`config.mk`:
```
export PLATFORM = sky130hd
export DESIGN_NAME = izl_device_flat
export DESIGN_NICKNAME = d
export VERILOG_FILES = /design/src/core/izl_pkg.sv /design/src/core/izl_link_if.sv /design/src/core/izl_device.sv /design/src/flat_wrapper.sv
export VERILOG_INCLUDE_DIRS = /design/src /design/src/core
export SDC_FILE = /design/constraint.sdc
export NUM_CORES = 1
export LEC_CHECK = 0
export ABC_CLOCK_PERIOD_IN_PS = 2900
export BUFFER_PORTS_ARGS = -buffer_cell sky130_fd_sc_hd__buf_2
export CORE_UTILIZATION = 60
export CTS_BUF_LIST = sky130_fd_sc_hd__clkbuf_4 sky130_fd_sc_hd__clkbuf_8
export DETAILED_ROUTE_END_ITERATION = 10
export GPL_TIMING_DRIVEN = 0
export PLACE_DENSITY = 0.8
export SLEW_MARGIN = 40
export SYNTH_ARGS = -nofsm -noshare
export SYNTH_HDL_FRONTEND = slang
export SYNTH_SLANG_ARGS = --single-unit
```
`constraint.sdc`:
```
create_clock -name mclk -period 2.9 [get_ports mclk]
set_input_delay 0.58 -clock mclk [delete_from_list [all_inputs] [get_ports mclk]]
set_output_delay 0.58 -clock mclk [all_outputs]
set_load 0.1 [all_outputs]
```
`src/core/izl_regs.svh`:
```
// Constants of the id-read, zone-lock and freeze command block.
// Assumes izl_pkg holds the types and mclk runs at 10 MHz.
`ifndef IZL_REGS_SVH
`define IZL_REGS_SVH

// Opcodes in the upper nibble of the device address byte
`define IZL_OP_ID     4'hC
`define IZL_OP_ZONE   4'h7
`define IZL_OP_FRZ    4'h1
`define IZL_OP_ARR    4'hA
// Client address bits of the device address byte
`define IZL_CLIENT    3'h0
// Lock flag addresses, one hot
`define IZL_ZONE0     4'h1
`define IZL_ZONE1     4'h2
`define IZL_ZONE2     4'h4
`define IZL_ZONE3     4'h8
// Fixed data values
`define IZL_ONES      8'hFF
`define IZL_ZERO      8'h00
`define IZL_FRZ_ADDR  8'h55
`define IZL_FRZ_DATA  8'hAA
// Last identification byte index
`define IZL_ID_LAST   2'h2
// Timing: self_timed_write_duration and line_discharge_abort_time
`define IZL_CLK_KHZ   10000
`define IZL_WR_MS     5
`define IZL_WR_CYC    (`IZL_WR_MS * `IZL_CLK_KHZ)
`define IZL_DSCHG_US  150
`define IZL_DSCHG_CYC (`IZL_DSCHG_US * `IZL_CLK_KHZ / 1000)
// Host controller register offsets
`define IZL_CMD_OFS   4'h0
`define IZL_STAT_OFS  4'h4
`define IZL_RES_OFS   4'h8

`endif

```
`src/core/izl_pkg.sv`:
```
// Types shared by both ends of the zone-lock link.
// Assumes nothing beyond a SystemVerilog compiler.
package izl_pkg;
	// Link event kinds sent by the host
	typedef enum logic [2:0] {
		LK_START, LK_BYTE, LK_STOP, LK_READ, LK_MACK
	} izl_kind_t;
	// Host commands
	typedef enum logic [2:0] {
		OP_ID, OP_ZREAD, OP_ZSET, OP_FREEZE, OP_AWRITE, OP_ABORT
	} izl_op_t;
	// One host step on the link
	typedef struct packed {
		izl_kind_t  kind;
		logic [7:0] data;
	} izl_step_t;
endpackage

```
`src/core/izl_link_if.sv`:
```
// Byte-level link between host controller and device end.
// Assumes both ends share mclk; bit framing is outside.
`timescale 1ns/1ps
interface izl_link_if import izl_pkg::*; ();
	// Host to device
	logic       reqValid;
	izl_kind_t  reqKind;
	logic [7:0] reqByte;
	logic       lineLow;
	// Device to host
	logic       rspValid;
	logic       rspAck;
	logic [7:0] rspByte;
	// Device end
	modport dev (input reqValid, reqKind, reqByte, lineLow,
		output rspValid, rspAck, rspByte);
	// Host end
	modport host (output reqValid, reqKind, reqByte, lineLow,
		input rspValid, rspAck, rspByte);
endinterface

```
`src/core/izl_device.sv`:
```
// Device end: id query, zone lock flags and freeze commands.
// Assumes the host issues one link event at a time on mclk.
//
// The AXI4-Lite register port was decided locally.
`timescale 1ns/1ps
`include "izl_regs.svh"
module izl_device import izl_pkg::*; #(
	// Write cycle length in clocks; shorten in simulation
	parameter int          WR_CYC  = `IZL_WR_CYC,
	// Identity fields; values are arbitrary
	parameter logic [11:0] MAKER   = 12'h05A3,
	parameter logic [8:0]  DEVCODE = 9'h00A6,
	parameter logic [2:0]  REV     = 3'h1
) (
	// Clock and resets
	input  wire logic       mclk,
	input  wire logic       srst,
	input  wire logic       nvClear,
	// Link to the host
	izl_link_if.dev         lnk,
	// Lock state
	output logic [3:0]      zoneLock,
	output logic            frozen,
	output logic            busy,
	// Array writes that passed the lock check
	output logic            arrWrStb,
	output logic [6:0]      arrWrAddr,
	output logic [7:0]      arrWrData
);
	// Command states
	typedef enum {
		S_IDLE, S_IDRD, S_ZADR, S_ZDAT, S_ZRD, S_STOPW,
		S_FADR, S_FDAT, S_AADR, S_ADAT, S_SKIP, S_BUSY
	} izl_dstate_t;

	localparam logic [23:0] ID_CODE = {MAKER, DEVCODE, REV};
	localparam int          DS_CYC  = `IZL_DSCHG_CYC;

	// Valid one-hot flag address, else zero
	function automatic logic [3:0] zone_decode(input logic [3:0] a);
		logic [3:0] r;
		r = 4'h0;
		if (a == `IZL_ZONE0 || a == `IZL_ZONE1 ||
			a == `IZL_ZONE2 || a == `IZL_ZONE3) begin
			r = a;
		end
		return r;
	endfunction

	// zone of an array byte address
	function automatic logic [3:0] zone_of(input logic [6:0] a);
		return 4'h1 << a[6:5];
	endfunction

	izl_dstate_t state_reg, state_next;   // Command state
	logic [3:0]  zoneLock_reg;            // Nonvolatile lock flags
	logic        frozen_reg;              // Nonvolatile freeze flag
	logic [3:0]  zoneSel_reg, zoneSel_next;   // Addressed flag
	logic [3:0]  pendZone_reg, pendZone_next; // Flag to program
	logic        pendFrz_reg, pendFrz_next;   // Freeze to program
	logic [1:0]  idPtr_reg, idPtr_next;   // Id byte pointer
	logic [6:0]  arrAddr_reg, arrAddr_next;   // Array address
	logic        arrWr_reg, arrWr_next;   // Array write pulse
	logic [7:0]  arrDat_reg;              // Array write data
	logic        rspV_reg, rspV_next;     // Answer strobe
	logic        rspA_reg, rspA_next;     // Answer ACK
	logic [7:0]  rspB_reg, rspB_next;     // Answer byte
	logic [31:0] wrCnt_reg;               // Write cycle timer
	logic [31:0] dsCnt_reg;               // Line-low timer
	logic        busy_reg;                // Write cycle running

	// Link event decode
	wire        reqStart = lnk.reqValid && lnk.reqKind == LK_START;
	wire        reqByte  = lnk.reqValid && lnk.reqKind == LK_BYTE;
	// a stop is only an LK_STOP link event
	wire        reqStop  = lnk.reqValid && lnk.reqKind == LK_STOP;
	wire        reqRead  = lnk.reqValid && lnk.reqKind == LK_READ;
	wire        reqMack  = lnk.reqValid && lnk.reqKind == LK_MACK;
	wire [3:0]  opc      = lnk.reqByte[7:4];
	wire        adrOk    = lnk.reqByte[3:1] == `IZL_CLIENT;
	wire        rdDir    = lnk.reqByte[0];
	wire [3:0]  zoneHot  = zone_decode(lnk.reqByte[3:0]);
	wire        selLocked = |(zoneSel_reg & zoneLock_reg);
	// lock check of the latched array address
	wire        arrLocked = |(zone_of(arrAddr_reg) & zoneLock_reg);
	wire        inBusy   = state_reg == S_BUSY;
	wire        wrDone   = inBusy && wrCnt_reg == 32'(WR_CYC - 1);
	wire        wrAbort  = inBusy && lnk.lineLow &&
		dsCnt_reg == 32'(DS_CYC - 1);
	wire [7:0]  idByte   = idPtr_reg == 2'h0 ? ID_CODE[23:16] :
		idPtr_reg == 2'h1 ? ID_CODE[15:8] : ID_CODE[7:0];

	// Next-state and answer logic
	always_comb begin
		state_next    = state_reg;
		zoneSel_next  = zoneSel_reg;
		pendZone_next = pendZone_reg;
		pendFrz_next  = pendFrz_reg;
		idPtr_next    = idPtr_reg;
		arrAddr_next  = arrAddr_reg;
		arrWr_next    = 1'b0;
		rspV_next     = 1'b0;
		rspA_next     = 1'b0;
		rspB_next     = `IZL_ONES;
		if (inBusy) begin
			// busy: line stays released, all ignored
			rspV_next = reqStart | reqByte | reqRead;
			if (wrAbort || wrDone) begin
				state_next = S_IDLE;
			end
		end else if (reqStop) begin
			// commit only after the acknowledged data byte
			state_next = state_reg == S_STOPW ? S_BUSY : S_IDLE;
		end else if (reqStart) begin
			// Device address byte, also on repeated start
			rspV_next     = 1'b1;
			state_next    = S_SKIP;
			pendZone_next = 4'h0;
			pendFrz_next  = 1'b0;
			if (adrOk) begin
				case (opc)
					`IZL_OP_ID: begin
						if (rdDir) begin
							rspA_next  = 1'b1;
							idPtr_next = 2'h0;
							state_next = S_IDRD;
						end
					end
					`IZL_OP_ZONE: begin
						if (!rdDir) begin
							rspA_next  = 1'b1;
							state_next = S_ZADR;
						end else if (state_reg == S_ZDAT &&
							zoneSel_reg != 4'h0) begin
							rspA_next  = 1'b1;
							state_next = S_ZRD;
						end
					end
					`IZL_OP_FRZ: begin
						if (!rdDir && !frozen_reg) begin
							rspA_next  = 1'b1;
							state_next = S_FADR;
						end
					end
					`IZL_OP_ARR: begin
						if (!rdDir) begin
							rspA_next  = 1'b1;
							state_next = S_AADR;
						end
					end
					default: begin
						rspA_next = 1'b0;
					end
				endcase
			end
		end else if (reqByte) begin
			// Bytes written by the host
			rspV_next  = 1'b1;
			state_next = S_SKIP;
			case (state_reg)
				S_ZADR: begin
					rspA_next    = 1'b1;
					zoneSel_next = zoneHot;
					state_next   = S_ZDAT;
				end
				S_ZDAT: begin
					if (lnk.reqByte == `IZL_ONES && !frozen_reg &&
						zoneSel_reg != 4'h0) begin
						rspA_next     = 1'b1;
						pendZone_next = zoneSel_reg;
						state_next    = S_STOPW;
					end
				end
				S_FADR: begin
					if (lnk.reqByte == `IZL_FRZ_ADDR) begin
						rspA_next  = 1'b1;
						state_next = S_FDAT;
					end
				end
				S_FDAT: begin
					if (lnk.reqByte == `IZL_FRZ_DATA) begin
						rspA_next    = 1'b1;
						pendFrz_next = 1'b1;
						state_next   = S_STOPW;
					end
				end
				S_AADR: begin
					rspA_next    = 1'b1;
					arrAddr_next = lnk.reqByte[6:0];
					state_next   = S_ADAT;
				end
				S_ADAT: begin
					// locked zone: NACK and ready at once
					if (arrLocked) begin
						state_next = S_IDLE;
					end else begin
						rspA_next  = 1'b1;
						arrWr_next = 1'b1;
					end
				end
				default: begin
					rspA_next = 1'b0;
				end
			endcase
		end else if (reqRead) begin
			// Bytes read by the host
			rspV_next = 1'b1;
			if (state_reg == S_IDRD) begin
				rspB_next = idByte;
			end else if (state_reg == S_ZRD) begin
				// flag reads as 00h or FFh
				rspB_next = selLocked ? `IZL_ONES : `IZL_ZERO;
			end
		end else if (reqMack) begin
			// Host answer after a read byte
			if (state_reg == S_IDRD && !lnk.reqByte[0]) begin
				// ACK continues, wrapping after the third
				idPtr_next = idPtr_reg == `IZL_ID_LAST ? 2'h0 :
					idPtr_reg + 2'h1;
			end else begin
				state_next = S_SKIP;
			end
		end
	end

	// Lock flags survive srst; only nvClear blanks them
	always_ff @(posedge mclk) begin
		if (nvClear) begin
			zoneLock_reg <= 4'h0;
			frozen_reg   <= 1'b0;
		end else if (wrDone && !wrAbort) begin
			zoneLock_reg <= zoneLock_reg | pendZone_reg;
			frozen_reg   <= frozen_reg | pendFrz_reg;
		end
	end

	// Write cycle and discharge timers
	always_ff @(posedge mclk) begin
		if (srst || !inBusy) begin
			wrCnt_reg <= 32'h0000_0000;
			dsCnt_reg <= 32'h0000_0000;
		end else begin
			wrCnt_reg <= wrCnt_reg + 32'h0000_0001;
			dsCnt_reg <= lnk.lineLow ? dsCnt_reg + 32'h0000_0001 :
				32'h0000_0000;
		end
	end

	// Command state registers
	always_ff @(posedge mclk) begin
		if (srst) begin
			state_reg    <= S_IDLE;
			zoneSel_reg  <= 4'h0;
			pendZone_reg <= 4'h0;
			pendFrz_reg  <= 1'b0;
			idPtr_reg    <= 2'h0;
			arrAddr_reg  <= 7'h00;
			arrWr_reg    <= 1'b0;
			arrDat_reg   <= 8'h00;
			rspV_reg     <= 1'b0;
			rspA_reg     <= 1'b0;
			rspB_reg     <= 8'h00;
			busy_reg     <= 1'b0;
		end else begin
			state_reg    <= state_next;
			zoneSel_reg  <= zoneSel_next;
			pendZone_reg <= pendZone_next;
			pendFrz_reg  <= pendFrz_next;
			idPtr_reg    <= idPtr_next;
			arrAddr_reg  <= arrAddr_next;
			arrWr_reg    <= arrWr_next;
			arrDat_reg   <= arrWr_next ? lnk.reqByte : arrDat_reg;
			rspV_reg     <= rspV_next;
			rspA_reg     <= rspA_next;
			rspB_reg     <= rspB_next;
			busy_reg     <= state_next == S_BUSY;
		end
	end

	// Outputs straight from registers
	assign lnk.rspValid = rspV_reg;
	assign lnk.rspAck   = rspA_reg;
	assign lnk.rspByte  = rspB_reg;
	assign zoneLock     = zoneLock_reg;
	assign frozen       = frozen_reg;
	assign busy         = busy_reg;
	assign arrWrStb     = arrWr_reg;
	assign arrWrAddr    = arrAddr_reg;
	assign arrWrData    = arrDat_reg;
endmodule

```
`src/flat_wrapper.sv`:
```
// flat-port wrapper written by rule: the top's interface ports become plain ports
module izl_device_flat import izl_pkg::*;
#(
	                                                      
	parameter int          WR_CYC  = `IZL_WR_CYC,
	                                        
	parameter logic [11:0] MAKER   = 12'h05A3,
	parameter logic [8:0]  DEVCODE = 9'h00A6,
	parameter logic [2:0]  REV     = 3'h1
)
  (mclk, srst, nvClear, zoneLock, frozen, busy, arrWrStb, arrWrAddr, arrWrData, lnk_reqValid, lnk_reqKind, lnk_reqByte, lnk_lineLow, lnk_rspValid, lnk_rspAck, lnk_rspByte);
  izl_link_if lnk_i ();
  input  wire logic mclk;
  input  wire logic srst;
  input  wire logic nvClear;
  output logic [3:0] zoneLock;
  output logic frozen;
  output logic busy;
  output logic arrWrStb;
  output logic [6:0] arrWrAddr;
  output logic [7:0] arrWrData;
  input wire logic [$bits(lnk_i.reqValid)-1:0] lnk_reqValid;
  input wire logic [$bits(lnk_i.reqKind)-1:0] lnk_reqKind;
  input wire logic [$bits(lnk_i.reqByte)-1:0] lnk_reqByte;
  input wire logic [$bits(lnk_i.lineLow)-1:0] lnk_lineLow;
  output wire logic [$bits(lnk_i.rspValid)-1:0] lnk_rspValid;
  output wire logic [$bits(lnk_i.rspAck)-1:0] lnk_rspAck;
  output wire logic [$bits(lnk_i.rspByte)-1:0] lnk_rspByte;
  assign lnk_i.reqValid = lnk_reqValid;
  assign lnk_i.reqKind = lnk_reqKind;
  assign lnk_i.reqByte = lnk_reqByte;
  assign lnk_i.lineLow = lnk_lineLow;
  assign lnk_rspValid = lnk_i.rspValid;
  assign lnk_rspAck = lnk_i.rspAck;
  assign lnk_rspByte = lnk_i.rspByte;
  izl_device #(.WR_CYC(WR_CYC), .MAKER(MAKER), .DEVCODE(DEVCODE), .REV(REV)) u_core (.mclk(mclk), .srst(srst), .nvClear(nvClear), .lnk(lnk_i), .zoneLock(zoneLock), .frozen(frozen), .busy(busy), .arrWrStb(arrWrStb), .arrWrAddr(arrWrAddr), .arrWrData(arrWrData));
endmodule
```
# Word level (Yosys, flattened, before mapping)
# Index checks and enable logic that the tools add are counted.
# W data, S select, Z words.
# totals
elab_cells	183
output_inout_bits	32
inputBits	16
ff_bits	139
# op_classes
reduce_logical	44
bitwise_logic	10
addsub	3
mux	73
eq_ne	36
n_shift	1
# op_table
op	count
$mux W32	10
$pmux W32 S6	1
$eq A32 B4 Y1 const B	4
$pmux W32 S4	1
$eq A32 B2 Y1 const B	3
$eq A32 B3 Y1 const B	3
$mux W8	9
$add A32 B1 Y32 const B	2
$eq A32 B5 Y1 const B	2
$mux W4	13
$eq A32 B11 Y1 const B	1
$eq A32 B16 Y1 const B	1
$mux W1	26
$mux W2	10
$reduce_and A5 Y1	4
$eq A8 B8 Y1 const B	2
$logic_and A1 B1 Y1	14
$reduce_bool A2 Y1	7
$eq A4 B4 Y1 const B	3
$reduce_and A9 Y1	1
$and A4 B4 Y4	2
$eq A4 B1 Y1 const B	2
$eq A4 B3 Y1 const B	2
$eq A8 B7 Y1 const B	1
24 further kinds	43

# Depth between registers and ports, before layout
# depth
word_depth	10
depth_mapped	9

# Least setup slack after synthesis
# Ideal clock, no wire load.
# synth_path
path_type	flip-flop to flip-flop
startpoint	reg u_core.arrAddr_reg[5], in the netlist u_core.arrWrAddr[5]
endpoint	reg u_core.arrDat_reg[0], in the netlist u_core.arrWrData[0]
arrival_ns	2.596
slack_ns	0.176
path_buffers	1
path_stages_with_launch	8
setup_ns	0.128
path_cell_list	dfxtp_1 mux4_2 nor4_1 and4_1 and3_1 buf_2 mux2i_1 nor2_1
# synth_via
elab_chain_len	9
# synth_rtl
element	line	text
from (decl)	izl_device.sv:62	logic [6:0] arrAddr_reg, arrAddr_next;
from (signal assigned)	izl_device.sv:270	arrAddr_reg <= arrAddr_next;
$shl A1 B2 Y4	izl_device.sv:52	return 4'h1 << a[6:5];
$and A4 B4 Y4	izl_device.sv:85	wire arrLocked = |(zone_of(arrAddr_reg) & zoneLock_reg);
$reduce_or A4 Y1	izl_device.sv:85	
$mux W1	izl_device.sv:194	if (arrLocked) begin
$mux W1	izl_device.sv:160	case (state_reg)
$mux W1	izl_device.sv:156	end else if (reqByte) begin
$mux W1	izl_device.sv:114	end else if (reqStart) begin
$mux W1	izl_device.sv:111	end else if (reqStop) begin
$mux W1	izl_device.sv:105	if (inBusy) begin
to (signal assigned)	izl_device.sv:272	arrDat_reg <= arrWr_next ? lnk.reqByte : arrDat_reg;
to (decl)	izl_device.sv:64	logic [7:0] arrDat_reg;
# No other way between the ends.
# A chain may end at the register's enable or synchronous reset.

# Worst setup path after layout
# layout_path
startpoint	reg u_core.state_reg[13]
endpoint	reg u_core.zoneSel_reg[0]
# layout_via
elab_chain_len	3
elab_cells_between_ends	4
classes_between	eq/ne (2); bitwise (1); reduce/logical (1)
# layout_rtl
element	line	text
from (decl)	izl_device.sv:55	izl_dstate_t state_reg, state_next;
from (signal assigned)	izl_device.sv:265	state_reg <= state_next;
$eq A32 B5 Y1	izl_device.sv:86	wire inBusy = state_reg == S_BUSY;
$not A1 Y1 (no source line)	--	
$reduce_and A5 Y1 (no source line) *	--	
to (signal assigned)	izl_device.sv:266	zoneSel_reg <= zoneSel_next;
to (decl)	izl_device.sv:58	logic [3:0] zoneSel_reg, zoneSel_next;
# Every way passes the cells marked *; elsewhere a longest branch is shown, timed or not.

==> flow_metrics.py <==
metrics = {
    "run_status": {
        "status": "finished, final reports clean",
    },
    "cells_and_area": {
        "multiInputGateArea_um2": 3160,
        "fin_nets": 780,
        "mostFrequentLayoutCell": "dfxtp_1",
        "syn_to_final_growth_pct": 13.9,
        "register_area_um2": 2720,
        "fin_area_um2": 6910,
        "layout-drive-gt1-share": 0.124,
        "final_cell_mix": "136 x dfxtp_1, 120 x nor2_1, 47 x buf_2, 46 x nand2_1, 30 x and2_1",
        "fill_cells": 767,
        "n_antenna_cell": 0,
    },
    "routing": {
        "wirelength_um": 13700,
        "first_pass_iters": 5,
        "drt_iter0_drc": 444,
        "final_antenna_net_count": 0,
        "remaining_drc_errors": 0,
        "wl_per_cell_um": 15.1,
        "vias_per_cell": 5.77,
        "vias": 5240,
    },
    "sta": {
        "worst_slew_pin_slew_ns": 0.751,
        "final.setup_skew_ns": 0.00707,
        "maxSlewViolCount": 0,
        "period_share": 0.936,
        "setup_viol": 0,
        "rsz0062_at_grt": "false",
        "finalSetupTns_ns": 0,
        "max_freq_mhz": 368,
        "finalHoldViolCount": 0,
        "post-route-min-period_ns": 2.71,
        "hold_ws_ns": 0.367,
        "maxSlewHeadroom": 0.496,
    },
    "yosys": {
        "yosysUniqueCellTypes": 60,
        "ys_seq_area_frac": 0.449,
        "ys_seq_elements": 136,
        "syn-cell-area_um2": 6060,
        "synth-edff-count": 0,
        "ys_async_sr_fraction": 0,
        "synthFlopType": "dfxtp_1",
        "ys_warn_count": 0,
        "syn_nets": 719,
        "avgSynthCellArea_um2": 8.65,
        "synth_cells": 701,
    },
    "grt": {
        "grt_max_degree": 17,
        "grt_overflow": 0,
        "grt_first_pass_wirelength_um": 22100,
        "grt_pass1_vias": 4693,
        "grtUsageTotal": 0.279,
        "antenna_found_initial": 0,
    },
    "hold_path": {
        "hold_path.class": "in2reg",
    },
    "power_and_ir_drop": {
        "swShare": 0.219,
        "clockPowerShare": 0.451,
        "peakVddDrop_mv": 0.492,
        "p_seq_frac": 0.494,
        "p_leak_nw": 2.55,
        "switchingPower_w": 0.000835,
        "internal_power_w": 0.00297,
        "combPwrFrac": 0.056,
        "power_density_nw_per_um2": 551,
    },
    "critical_path": {
        "critical_path_class": "reg2reg",
        "cp_max_fo": 7,
        "arrival_ns": 3.09,
        "worstSetupEndpointType": "flop",
        "required_ns": 3.27,
        "cp-start-kind": "flop",
    },
    "clock_network": {
        "hold_buffers": 0,
        "cts_htree_levels": 4,
        "cts_buffer_depth": 2,
        "clock_sinks": 136,
        "post_cts_buffers": 0,
        "cts_root_buffer": "clkbuf_8",
        "clk_pin_slew_ns": 0.07,
        "insertion_delay_ns": 0.45,
        "ctsResizeCount": 0,
        "cts_tree": "yes",
        "cts_buffers": 17,
    },
    "floorplan": {
        "die-width_um": 103,
        "die_h_um": 103,
        "coreArea_um2": 9770,
        "rows": 36,
        "io_pins": 48,
        "initial_core_util": 0.620,
        "die_area_um2": 10500,
    },
    "placement": {
        "io_buffer_count": 42,
        "place_congestion": 0.956,
        "place_area_um2": 6440,
        "place_hpwl_um": 9980,
    },
    "run": {
        "drv_cap": 0,
    },
}
==> critical path, cell delays in order, from the launching register on <==
cell and delay, ns:
dfxtp_1 0.31, nor4_1 0.48, nand3_1 0.23, nor2_2 0.33, nand2_1 0.20, or4_1 0.56
clkbuf_2 0.18, or2_0 0.22, a21oi_1 0.13
==> synthesized netlist by cell type (3+ instances only) <==
cell type,n,area [µm²]
a21oi_1,27,135
nand2_1,46,173
nor4_1,23,144
buf_4,3,22.5
nor4b_1,9,78.8
a22oi_1,4,30.0
inv_1,8,30.0
and3_1,14,87.6
xnor2_1,28,245
nand3_1,24,120
and2_1,30,188
nor2b_1,3,18.8
o21ai_0,13,65.1
clkbuf_1,27,101
nor3_1,21,105
a31oi_1,5,31.3
nor2_1,120,450
mux2i_1,21,210
dfxtp_1,136,2720
nand4b_1,4,35.0
or4_1,8,60.1
and4_1,4,35.0
buf_2,5,25.0
xor2_1,26,228
nand4_1,21,131
or3_1,13,81.3
nand2b_1,13,81.3
o22ai_1,3,18.8
==> path summary, 6_finish.rpt <==
check	to	slack, ns	start	cells after the start
worst min-delay path	u_core.frozen	0.37	nvClear	2
worst min register to register	u_core.wrCnt_reg[0]	0.46	u_core.wrCnt_reg[0]	1
worst max register to register	u_core.zoneSel_reg[0]	0.19	u_core.state_reg[13]	8
worst max-delay path	u_core.zoneSel_reg[0]	0.19	u_core.state_reg[13]	8
==> metal layers <==
layer | vias up | global-route usage | part of all wire
met1 | 2447 | 0.358 | 0.44
met3 | 32 | 0.0800 | 0.067
met2 | 173 | 0.434 | 0.47
met4 | 0 | 0.129 | 0.024
met5 | - | 0 | 0
li1 | 2588 | - | -
==> final cells by class <==
| class | instances | area share |
|---|---|---|
| Buffer | 37 | 0.0241 |
| Clock buffer | 24 | 0.0442 |
| Clock inverter | 8 | 0.0207 |
| Inverter | 8 | 0.00435 |
| Multi-Input combinational cell | 520 | 0.458 |
| Sequential cell | 136 | 0.394 |
| Tap cell | 133 | 0.0241 |
| Timing Repair Buffer | 42 | 0.0304 |
==> power by group through the flow <==
stage	combinational, W	sequential (W)	clock (W)
floorplan	0.000120	0.00196	0
global placement	0.000206	0.00192	0
detailed placement	0.000208	0.00192	0
CTS	0.000209	0.00188	0.00175
global route	0.000227	0.00188	0.00184
finish	0.000212	0.00188	0.00172
==> cells by family after synthesis <==
kind of cell,synth area share
AOI/OAI and AO/OA,0.0772
xor gates and xnor gates,0.0780
adders and majority gates,0.00413
buffers and inverters,0.0322
DFF,0.449
muxes,0.0384
and+or+nand+nor,0.321
==> stage by stage <==
| step | total power (W) | instances | utilization | worst slack [ns] |
|---|---|---|---|---|
| final | 0.00381 | 908 | 0.706 | 0.186 |
| after global routing | 0.00394 | 908 | 0.706 | 0.00471 |
| after CTS | 0.00383 | 908 | 0.705 | 0.0916 |
| after detailed placement | 0.00213 | 876 | 0.659 | 0.102 |
| after global placement | 0.00213 | 876 | 0.659 | 0.0556 |
| after floorplan | 0.00208 | 701 | - | 0.176 |
Note: power is estimated with default switching activity, not from simulation.
